`src/hdl/otp_pkg.sv`:
```
package otp_pkg;
  // Register indices; byte address is four times the index
  localparam logic [7:0] OTP_IDX_CTRL = 8'h18;
  localparam logic [7:0] OTP_IDX_P0LO = 8'h19;
  localparam logic [7:0] OTP_IDX_MIX = 8'h1a;
  localparam logic [7:0] OTP_IDX_P1HI = 8'h1b;
  localparam logic [7:0] OTP_IDX_TAGS = 8'h1c;
  localparam logic [7:0] OTP_IDX_BOOST = 8'h37;
  localparam int OTP_REG_W = 16;
  localparam int OTP_DATA_W = 24;
  localparam int OTP_TAG_W = 6;
  localparam int OTP_INC_LSB = 4;
  localparam int OTP_SEL_LSB = 2;
  localparam int OTP_EN_BIT = 1;
  localparam int OTP_TAGB_LSB = 8;
  localparam int OTP_TAGA_LSB = 0;
  localparam int OTP_BSEL_LSB = 1;
  localparam int OTP_BEN_BIT = 0;
  localparam logic [15:0] OTP_CTRL_MASK = 16'h00fe;
  localparam logic [15:0] OTP_TAGS_MASK = 16'h3f3f;
  localparam logic [15:0] OTP_BOOST_MASK = 16'h0007;
  localparam logic [15:0] OTP_RST_VAL = 16'h0000;
  localparam logic [1:0] OTP_SEL_RAMP = 2'h2;
  localparam logic [1:0] OTP_SEL_ALT = 2'h3;
  localparam logic [1:0] OTP_HTRANS_NONSEQ = 2'h2;
  localparam logic [2:0] OTP_HSIZE_WORD = 3'h2;
  typedef enum logic [2:0] {
    OTP_FIXED = 3'b001,
    OTP_RAMP = 3'b010,
    OTP_ALT = 3'b100
  } otp_mode_t;
endpackage

```
`src/hdl/otp_regs.sv`:
```
// The AHB-Lite slave port was decided locally.
`timescale 1ns/1ps
// Notes on behaviour
// - Ramp steps by increment field plus one
// - Select 0 or 1 gives constant pattern zero
// - Select 2 gives digital ramp
// - Select 3 alternates pattern zero and one
// - Enable bit substitutes pattern on channels 5-8
// - Enable clear passes conversion results through
// - Pattern zero from low word and mixed low byte
// - Pattern one from mixed high byte and high word
// - Tag bits 13-8 appended for channels 5-8
// - Tag bits 5-0 appended for channels 1-4
// - Pair select picks boost channel pair
// - Boost enable bit turns speed boost on
// - All registers reset to zero
module otp_regs
  import otp_pkg::*;
(
  input wire logic hclk,
  input wire logic hresetn,
  input wire logic hsel,
  input wire logic [31:0] haddr,
  input wire logic [1:0] htrans,
  input wire logic hwrite,
  input wire logic [2:0] hsize,
  input wire logic [31:0] hwdata,
  input wire logic hready,
  output logic [31:0] hrdata,
  output logic hreadyout,
  output logic hresp,
  input wire logic sample_valid,
  input wire logic [OTP_DATA_W-1:0] sample_data,
  output logic out_valid,
  output logic [OTP_DATA_W+OTP_TAG_W-1:0] out_data,
  input wire logic grpa_valid,
  input wire logic [OTP_DATA_W-1:0] grpa_data,
  output logic grpa_out_valid,
  output logic [OTP_DATA_W+OTP_TAG_W-1:0] grpa_out_data,
  output logic boost_enable,
  output logic [3:0] boost_ch_lo,
  output logic [3:0] boost_ch_hi
);
  logic [15:0] ctrl_r, p0lo_r, mix_r, p1hi_r, tags_r, boost_r;
  logic wr_pend_r;
  logic [7:0] wr_idx_r;
  logic [31:0] rdata_nxt;
  logic [7:0] a_idx;
  logic addr_ok;
  logic [OTP_DATA_W-1:0] pat0, pat1, ramp_r, sub_val;
  logic alt_r;
  logic [1:0] sel;
  logic en;
  logic [3:0] inc;
  otp_mode_t mode, mode_r;

  assign hreadyout = 1'b1;
  assign hresp = 1'b0;
  assign a_idx = haddr[9:2];
  assign addr_ok = hsel && hready && htrans == OTP_HTRANS_NONSEQ && haddr[1:0] == 2'b00
    && haddr[31:10] == 22'h0 && hsize == OTP_HSIZE_WORD;

  // Write data arrives one cycle after the address phase
  always_ff @(posedge hclk or negedge hresetn) begin
    if (!hresetn) begin
      wr_pend_r <= 1'b0;
      wr_idx_r <= 8'h00;
    end else begin
      wr_pend_r <= addr_ok && hwrite;
      wr_idx_r <= a_idx;
    end
  end

  always_ff @(posedge hclk or negedge hresetn) begin
    if (!hresetn) begin
      ctrl_r <= OTP_RST_VAL;
      p0lo_r <= OTP_RST_VAL;
      mix_r <= OTP_RST_VAL;
      p1hi_r <= OTP_RST_VAL;
      tags_r <= OTP_RST_VAL;
      boost_r <= OTP_RST_VAL;
    end else if (wr_pend_r) begin
      // Reserved bits are held at reset value
      case (wr_idx_r)
        OTP_IDX_CTRL: ctrl_r <= hwdata[15:0] & OTP_CTRL_MASK;
        OTP_IDX_P0LO: p0lo_r <= hwdata[15:0];
        OTP_IDX_MIX: mix_r <= hwdata[15:0];
        OTP_IDX_P1HI: p1hi_r <= hwdata[15:0];
        OTP_IDX_TAGS: tags_r <= hwdata[15:0] & OTP_TAGS_MASK;
        OTP_IDX_BOOST: boost_r <= hwdata[15:0] & OTP_BOOST_MASK;
        default: ;
      endcase
    end
  end

  always_comb begin
    rdata_nxt = 32'h0;
    case (a_idx)
      OTP_IDX_CTRL: rdata_nxt = {16'h0, ctrl_r};
      OTP_IDX_P0LO: rdata_nxt = {16'h0, p0lo_r};
      OTP_IDX_MIX: rdata_nxt = {16'h0, mix_r};
      OTP_IDX_P1HI: rdata_nxt = {16'h0, p1hi_r};
      OTP_IDX_TAGS: rdata_nxt = {16'h0, tags_r};
      OTP_IDX_BOOST: rdata_nxt = {16'h0, boost_r};
      default: rdata_nxt = 32'h0;
    endcase
  end

  always_ff @(posedge hclk or negedge hresetn) begin
    if (!hresetn) begin
      hrdata <= 32'h0;
    end else if (addr_ok && !hwrite) begin
      hrdata <= rdata_nxt;
    end
  end

  assign pat0 = {mix_r[7:0], p0lo_r};
  assign pat1 = {p1hi_r, mix_r[15:8]};
  assign sel = ctrl_r[OTP_SEL_LSB +: 2];
  assign en = ctrl_r[OTP_EN_BIT];
  assign inc = ctrl_r[OTP_INC_LSB +: 4];

  always_comb begin
    case (sel)
      OTP_SEL_RAMP: mode = OTP_RAMP;
      OTP_SEL_ALT: mode = OTP_ALT;
      default: mode = OTP_FIXED;
    endcase
  end

  always_ff @(posedge hclk or negedge hresetn) begin
    if (!hresetn) begin
      mode_r <= OTP_FIXED;
    end else begin
      mode_r <= en ? mode : OTP_FIXED;
    end
  end

  // Ramp restarts when newly selected, wraps at the data width
  always_ff @(posedge hclk or negedge hresetn) begin
    if (!hresetn) begin
      ramp_r <= '0;
    end else if (!en || mode != OTP_RAMP) begin
      ramp_r <= '0;
    end else if (sample_valid) begin
      // First sample after entry shows zero and still advances
      ramp_r <= ramp_r + OTP_DATA_W'({1'b0, inc} + 5'h1);
    end
  end

  always_ff @(posedge hclk or negedge hresetn) begin
    if (!hresetn) begin
      alt_r <= 1'b0;
    end else if (!en || mode != OTP_ALT) begin
      alt_r <= 1'b0;
    end else if (sample_valid) begin
      alt_r <= !alt_r;
    end
  end

  always_comb begin
    case (mode)
      OTP_RAMP: sub_val = ramp_r;
      OTP_ALT: sub_val = alt_r ? pat1 : pat0;
      OTP_FIXED: sub_val = pat0;
      default: sub_val = pat0;
    endcase
  end

  always_ff @(posedge hclk or negedge hresetn) begin
    if (!hresetn) begin
      out_valid <= 1'b0;
      out_data <= '0;
      grpa_out_valid <= 1'b0;
      grpa_out_data <= '0;
    end else begin
      out_valid <= sample_valid;
      grpa_out_valid <= grpa_valid;
      if (sample_valid) begin
        out_data <= {en ? sub_val : sample_data,
          tags_r[OTP_TAGB_LSB +: OTP_TAG_W]};
      end
      if (grpa_valid) begin
        grpa_out_data <= {grpa_data, tags_r[OTP_TAGA_LSB +: OTP_TAG_W]};
      end
    end
  end

  assign boost_enable = boost_r[OTP_BEN_BIT];
  assign boost_ch_lo = 4'h1 + {2'b00, boost_r[OTP_BSEL_LSB +: 2]};
  assign boost_ch_hi = 4'h8 - {2'b00, boost_r[OTP_BSEL_LSB +: 2]};

  logic [OTP_DATA_W-1:0] prev_ramp_out;
  always_ff @(posedge hclk or negedge hresetn) begin
    if (!hresetn) begin
      prev_ramp_out <= '0;
    end else if (out_valid) begin
      prev_ramp_out <= out_data[OTP_DATA_W+OTP_TAG_W-1:OTP_TAG_W];
    end
  end

  // Checker state: a sample already taken in this ramp or alternate run
  logic ramp_seen_r;
  logic alt_seen_r;
  logic [3:0] ramp_inc_r;
  always_ff @(posedge hclk or negedge hresetn) begin
    if (!hresetn) begin
      ramp_seen_r <= 1'b0;
      ramp_inc_r <= 4'h0;
    end else if (!en || mode != OTP_RAMP) begin
      ramp_seen_r <= 1'b0;
    end else if (sample_valid) begin
      ramp_seen_r <= 1'b1;
      ramp_inc_r <= inc;
    end
  end

  always_ff @(posedge hclk or negedge hresetn) begin
    if (!hresetn) begin
      alt_seen_r <= 1'b0;
    end else if (!en || mode != OTP_ALT) begin
      alt_seen_r <= 1'b0;
    end else if (sample_valid) begin
      alt_seen_r <= 1'b1;
    end
  end

  ramp_step_a: assert property (@(posedge hclk) disable iff (!hresetn)
    sample_valid && en && mode == OTP_RAMP && ramp_seen_r
    |=> out_data[OTP_DATA_W+OTP_TAG_W-1:OTP_TAG_W] == OTP_DATA_W'(prev_ramp_out
      + OTP_DATA_W'({1'b0, ramp_inc_r} + 5'h1)))
    else $error("ramp step wrong");
  fixed_pat_a: assert property (@(posedge hclk) disable iff (!hresetn)
    sample_valid && en && sel < OTP_SEL_RAMP
    |=> out_data[OTP_DATA_W+OTP_TAG_W-1:OTP_TAG_W] == $past(pat0))
    else $error("fixed pattern wrong");
  ramp_start_a: assert property (@(posedge hclk) disable iff (!hresetn)
    sample_valid && en && sel == OTP_SEL_RAMP && !ramp_seen_r
    |=> out_data[OTP_DATA_W+OTP_TAG_W-1:OTP_TAG_W] == '0)
    else $error("ramp not from zero");
  alt_pat_a: assert property (@(posedge hclk) disable iff (!hresetn)
    sample_valid && en && sel == OTP_SEL_ALT && mode_r == OTP_ALT && alt_r
    |=> out_data[OTP_DATA_W+OTP_TAG_W-1:OTP_TAG_W] == $past(pat1))
    else $error("alternate pattern wrong");
  alt_zero_a: assert property (@(posedge hclk) disable iff (!hresetn)
    sample_valid && en && sel == OTP_SEL_ALT && !alt_r
    |=> out_data[OTP_DATA_W+OTP_TAG_W-1:OTP_TAG_W] == $past(pat0))
    else $error("alternate pattern zero wrong");
  alt_first_a: assert property (@(posedge hclk) disable iff (!hresetn)
    sample_valid && en && mode == OTP_ALT && !alt_seen_r
    |=> out_data[OTP_DATA_W+OTP_TAG_W-1:OTP_TAG_W] == $past(pat0))
    else $error("alternation not from pattern zero");
  pass_thru_a: assert property (@(posedge hclk) disable iff (!hresetn)
    sample_valid && !en |=> out_valid
      && out_data[OTP_DATA_W+OTP_TAG_W-1:OTP_TAG_W] == $past(sample_data))
    else $error("conversion data not passed");
  tag_b_a: assert property (@(posedge hclk) disable iff (!hresetn)
    sample_valid |=> out_data[OTP_TAG_W-1:0] == $past(tags_r[13:8]))
    else $error("group b tag wrong");
  tag_a_a: assert property (@(posedge hclk) disable iff (!hresetn)
    grpa_valid |=> grpa_out_data[OTP_TAG_W-1:0] == $past(tags_r[5:0]))
    else $error("group a tag wrong");
  grpa_data_a: assert property (@(posedge hclk) disable iff (!hresetn)
    grpa_valid |=> grpa_out_data[OTP_DATA_W+OTP_TAG_W-1:OTP_TAG_W] == $past(grpa_data))
    else $error("group a data wrong");
  grpa_strobe_a: assert property (@(posedge hclk) disable iff (!hresetn)
    grpa_out_valid == $past(grpa_valid))
    else $error("group a strobe wrong");
  out_strobe_a: assert property (@(posedge hclk) disable iff (!hresetn)
    out_valid == $past(sample_valid))
    else $error("group b strobe wrong");
  boost_pair_a: assert property (@(posedge hclk) disable iff (!hresetn)
    boost_ch_lo + boost_ch_hi == 4'd9 && boost_ch_lo <= 4'd4)
    else $error("boost pair wrong");
  boost_low_a: assert property (@(posedge hclk) disable iff (!hresetn)
    boost_r[OTP_BSEL_LSB +: 2] == 2'h0 |-> boost_ch_lo == 4'h1 && boost_ch_hi == 4'h8)
    else $error("boost outer pair wrong");
  boost_top_a: assert property (@(posedge hclk) disable iff (!hresetn)
    boost_r[OTP_BSEL_LSB +: 2] == 2'h3 |-> boost_ch_lo == 4'h4 && boost_ch_hi == 4'h5)
    else $error("boost inner pair wrong");
  reg_write_a: assert property (@(posedge hclk) disable iff (!hresetn)
    addr_ok && hwrite && a_idx == OTP_IDX_BOOST
    ##1 1'b1 |=> boost_enable == $past(hwdata[0]))
    else $error("boost enable not written");
  rsv_zero_a: assert property (@(posedge hclk) disable iff (!hresetn)
    (ctrl_r & ~OTP_CTRL_MASK) == 16'h0 && (tags_r & ~OTP_TAGS_MASK) == 16'h0
      && (boost_r & ~OTP_BOOST_MASK) == 16'h0)
    else $error("reserved bits set");

  ramp_cov_c: cover property (@(posedge hclk) disable iff (!hresetn)
    sample_valid && mode_r == OTP_RAMP ##2 sample_valid && mode_r == OTP_RAMP);
  alt_cov_c: cover property (@(posedge hclk) disable iff (!hresetn)
    sample_valid && alt_r && mode_r == OTP_ALT);
  boost_cov_c: cover property (@(posedge hclk) disable iff (!hresetn)
    boost_enable && boost_ch_lo == 4'h4);
  ramp_new_c: cover property (@(posedge hclk) disable iff (!hresetn)
    sample_valid && en && mode == OTP_RAMP && !ramp_seen_r);
  fixed_cov_c: cover property (@(posedge hclk) disable iff (!hresetn)
    sample_valid && en && mode == OTP_FIXED);
endmodule

```
`config.mk`:
```
export PLATFORM = sky130hd
export DESIGN_NAME = otp_regs
export DESIGN_NICKNAME = d
export VERILOG_FILES = /design/src/hdl/otp_pkg.sv /design/src/hdl/otp_regs.sv
export SDC_FILE = /design/constraint.sdc
export NUM_CORES = 1
export LEC_CHECK = 0
export ABC_AREA = 1
export CAP_MARGIN = 20
export CORE_MARGIN = 2
export CORE_UTILIZATION = 58
export CTS_CLUSTER_DIAMETER = 80
export CTS_CLUSTER_SIZE = 24
export DETAILED_ROUTE_END_ITERATION = 8
export DONT_BUFFER_PORTS = 1
export GPL_TIMING_DRIVEN = 0
export PLACE_DENSITY = 0.76
export SYNTH_ARGS = -nofsm -noshare
export SYNTH_HDL_FRONTEND = slang
export SYNTH_SLANG_ARGS = --single-unit
```
`constraint.sdc`:
```
create_clock -name hclk -period 1.8 [get_ports hclk]
set_clock_uncertainty 0.15 [all_clocks]
set_input_delay 0.09 -clock hclk [delete_from_list [all_inputs] [get_ports hclk]]
set_output_delay 0.09 -clock hclk [all_outputs]
set_load 0.01 [all_outputs]
```
==> implementation parameters <==
Parameter                              Value

Synthesis
  Synthesis warning total    0
  Flops & latches, synth    182
  Area fraction of the dominant cell type after synthesis    0.4901
  Gate count after technology mapping    1167
  EDFF count, synth    0
  Cell variety after synth    37
  Summed instance area of the synthesized netlist    9293 sq um
  Proportion of register bits with asynchronous set or reset after synthesis    1.000
  Most used standard cells in the synthesized netlist    292 x nand2_1, 182 x dfrtp_1, 130 x o21ai_0, 112 x nand3_1, 109 x nor2_1
  Largest cells by area after synthesis    dfrtp_1 49%, nand2_1 12%, o21ai_0 7.0%
  Sequential cell area fraction in the yosys report    0.4901
  Most common cell in the netlist    nand2_1
  Most used flip-flop cell after synthesis    dfrtp_1
  Synthesized area per cell    7.963 sq um
  Library cell occupying the most area in the post-synthesis netlist    dfrtp_1

Route
  Wire length after detailed routing    30230 microns
  Number of iterations in the first detailed-routing pass    6
  Avg WL per Cell    19.58 microns
  Number of vias in the routed layout    9021
  Post-detailed-route DRC marker count    0
  Antenna Nets Post-Route    0
  Via density per instance    5.843
  Starting DRT DRC Count    899

Power
  Max IR drop VDD    0.0006886 V
  Net load switching power    2.422 mW
  Switching fraction of total power    0.2700
  Register share of total power    0.486
  Relative contribution of the clock network to total power    0.444
  Part of the total power dissipated in combinational logic    0.070
  Power Total    8.971 mW
  Power density cells    757.7 nW/um^2
  Internal power component    6.549 mW
  Leakage power    5.513 nW

Worst setup path
  Setup slack, reg-to-reg    -130 ps
  Series of cell instances along the critical path    inv_2 -> ha_4 -> inv_4 -> fa_2 -> nand2_2 -> nand2_4 -> nand3_4 -> nor2_4 -> nand2_2 -> xor2_1 -> nor2_1
  Capturing element type of the critical path    flip-flop
  Longest individual stage delay on the worst path    410 ps
  Start-to-end type of the worst setup path    reg2reg
  Critical path peak fanout    4
  Crit path buf inv count    2
  Startpoint Class    flip-flop
  Arrival @ worst endpoint    2110 ps
  Top cell by count, worst path    nand2_2
  Gate family responsible for the most delay along the worst path    adder cells
  CP Data Required Time    1980 ps
  Slowest cell on the critical path    dfrtp_1

Place
  Final weighted congestion in routability-driven placement    0.9427
  Detailed Place HPWL    19540 microns
  Number of instances in the placed design    1400
  Instance area after placement    9627 sq um
  Number of input and output port buffers inserted    0
  Post-place setup slack    -229.6 ps

Cells and area
  Non-Filler Instances    1544
  Filler cells    1117
  Final Net Count    1446
  Utilization of the core after routing    0.7508
  Synth-to-layout area growth    27.41%
  Number of antenna repair diodes    0
  Share of final-layout standard cells stronger than drive strength 1    0.1755
  Summed area of non-filler cells in the final layout    11840 sq um

Clock network
  H-tree levels    4
  Clock transition at the register clock pins on the worst setup and hold paths after CTS    80 ps
  Clock sink count    182
  Clk Latency, worst-skew pair    450 ps
  CTS root buf    clkbuf_16
  Maximum number of buffers from clock root to sink    2
  TritonCTS clock tree    yes
  Number of buffers inserted during clock tree synthesis    17

Floorplan
  Overall die height    130.6 microns
  Number of top-level pins    229
  Floorplan die area    17050 sq um
  Initial core utilization    0.5893
  Placeable core area    15770 sq um
  Die Wd    130.6 microns
  Standard-cell rows    46

STA
  Setup-violating endpoint count in the final report    36
  Post-layout minimum cycle time    1929 ps
  Max-slew violation count    0
  Pin slew with the least headroom to its limit    674.7 ps
  Max Clock Freq    518.4 MHz
  PnR worst setup slack    -129.2 ps
  Final period util    1.072
  Final Hold Fails    192
  Max_slew headroom    0.5502
  Setup TNS Final    -1624 ps
  Unrepaired setup endpoints after global routing    true
  Post-Route Hold Slack    -813.9 ps

Global route
  Pin count of the biggest net entering global routing    183
  Initial antenna violation count    0
  Number of global-route vias before repair    8432
  Global routing usage on met1    0.4079
  GR Layer Usage met3    0.08062
  Routing usage on met2    0.5895
  Global-route total usage across every layer    0.3394
  First-pass GRT wire length    43770 microns
  Most used routing layer in global routing    met2
  Aggregate global routing overflow    0

Run
  Number of max-cap violations    0

Run status
  Violated checks    hold timing, setup timing
  Outcome    complete, but fails checks

Hold path
  Hold WC Path Type    in2async
-- layout by cell type (no fill, tap or decap), drive strengths merged --
| cell | netlist | routed |
|---|---|---|
| xnor2 | 2 | 2 |
| a21oi | 47 | 47 |
| o211a | 9 | 9 |
| clkbuf | 24 | 43 |
| nand3 | 113 | 113 |
| o21ai | 132 | 132 |
| o21bai | 1 | 1 |
| nor4 | 2 | 2 |
| bufinv | 0 | 1 |
| nor3 | 6 | 6 |
| a211oi | 1 | 1 |
| buf | 53 | 78 |
| nor2 | 115 | 116 |
| xor2 | 1 | 1 |
| nor3b | 1 | 1 |
| a31oi | 2 | 2 |
| nand4 | 18 | 18 |
| fa | 1 | 1 |
| clkinv | 0 | 8 |
| dlygate4sd3 | 0 | 84 |
| o2111ai | 1 | 1 |
| or2 | 2 | 2 |
| nand2 | 293 | 293 |
| inv | 104 | 110 |
| conb | 2 | 19 |
| ha | 6 | 6 |
| nand3b | 3 | 3 |
| mux2 | 27 | 27 |
| o211ai | 19 | 19 |
| dfrtp | 182 | 182 |
-- worst register-to-register path, cell delays in order, from the launching register on --
cell     delay, ps
dfrtp_1        410
inv_2           90
ha_4           140
inv_4           40
fa_2           360
nand2_2        100
nand2_4         70
nand3_4        100
nor2_4          60
nand2_2         60
xor2_1         160
nor2_1          70
-- cells by family after synthesis --
kind of cell / after synthesis / synth area share
compound gates: 212 / 0.1254
xor+xnor: 3 / 0.002828
fa+ha+maj: 7 / 0.01023
buf+inv: 181 / 0.08657
flops: 182 / 0.4901
mux: 27 / 0.03272
other cells: 2 / 0.0008082
simple gates: 553 / 0.2514
-- path summary, 6_finish.rpt --
path                              start  cells past startpoint    endpoint
max                           ramp_r[0]                     11  ramp_r[14]
min                             hresetn                      0   hrdata[8]
max reg2reg                   ramp_r[0]                     11  ramp_r[14]
min reg2reg                   tags_r[3]                      2   tags_r[3]
max in group asynchronous       hresetn                      0   ramp_r[1]
min in group hclk          sample_valid                      0   out_valid
-- flip-flops by register name, summed over array words and instances (netlist names) --
name / count
wr_idx_r: 8
ramp_r: 24
hrdata: 16
grpa_out_valid: 1
p1hi_r: 16
out_valid: 1
mix_r: 16
grpa_out_data: 30
tags_r: 12
out_data: 30
boost_r: 3
alt_r: 1
p0lo_r: 16
wr_pend_r: 1
ctrl_r: 7
-- power groups by stage --
| stage | clock network [mW] | logic (mW) | registers [mW] |
|---|---|---|---|
| finish | 3.98 | 0.632 | 4.36 |
| global route | 4.16 | 0.687 | 4.37 |
| CTS | 3.97 | 0.596 | 4.35 |
| detailed placement | 0 | 0.440 | 4.43 |
| global placement | 0 | 0.427 | 4.43 |
| floorplan | 0 | 0.343 | 4.41 |
-- area by class of cell --
| type | count | area [sq um] | share of cell area |
|---|---|---|---|
| multi-input cells | 822 | 4359 | 0.3682 |
| clock buffers | 17 | 425.4 | 0.03593 |
| plain buffers | 77 | 511.7 | 0.04322 |
| inverters | 104 | 392.9 | 0.03318 |
| repair buffers | 111 | 1097 | 0.09268 |
| well taps | 216 | 270.3 | 0.02283 |
| clock inverters | 15 | 222.7 | 0.01881 |
| flip-flops and latches | 182 | 4561 | 0.3852 |
-- layer usage --
layer / part of all wire / wire length [microns] / vias to the layer above
li1: - / - / 4103
met5: 0 / 0 / -
met1: 0.35 / 10660 / 4195
met4: 0.044 / 1325 / 0
met3: 0.11 / 3182 / 114
met2: 0.50 / 15060 / 609
-- what timing repair did --
| item | 4_1_cts | 5_1_grt |
|---|---|---|
| hold buffers | 83 | 1 |
| endpoints found under the setup margin | 71 | 110 |
| pin swaps | 7 | 19 |
| resized for setup | 64 | 123 |
| cloned | 2 | 4 |
| setup buffers | 6 | 16 |
| endpoints found under the hold margin | 345 | 194 |
Power figures use the tool's default switching activity.
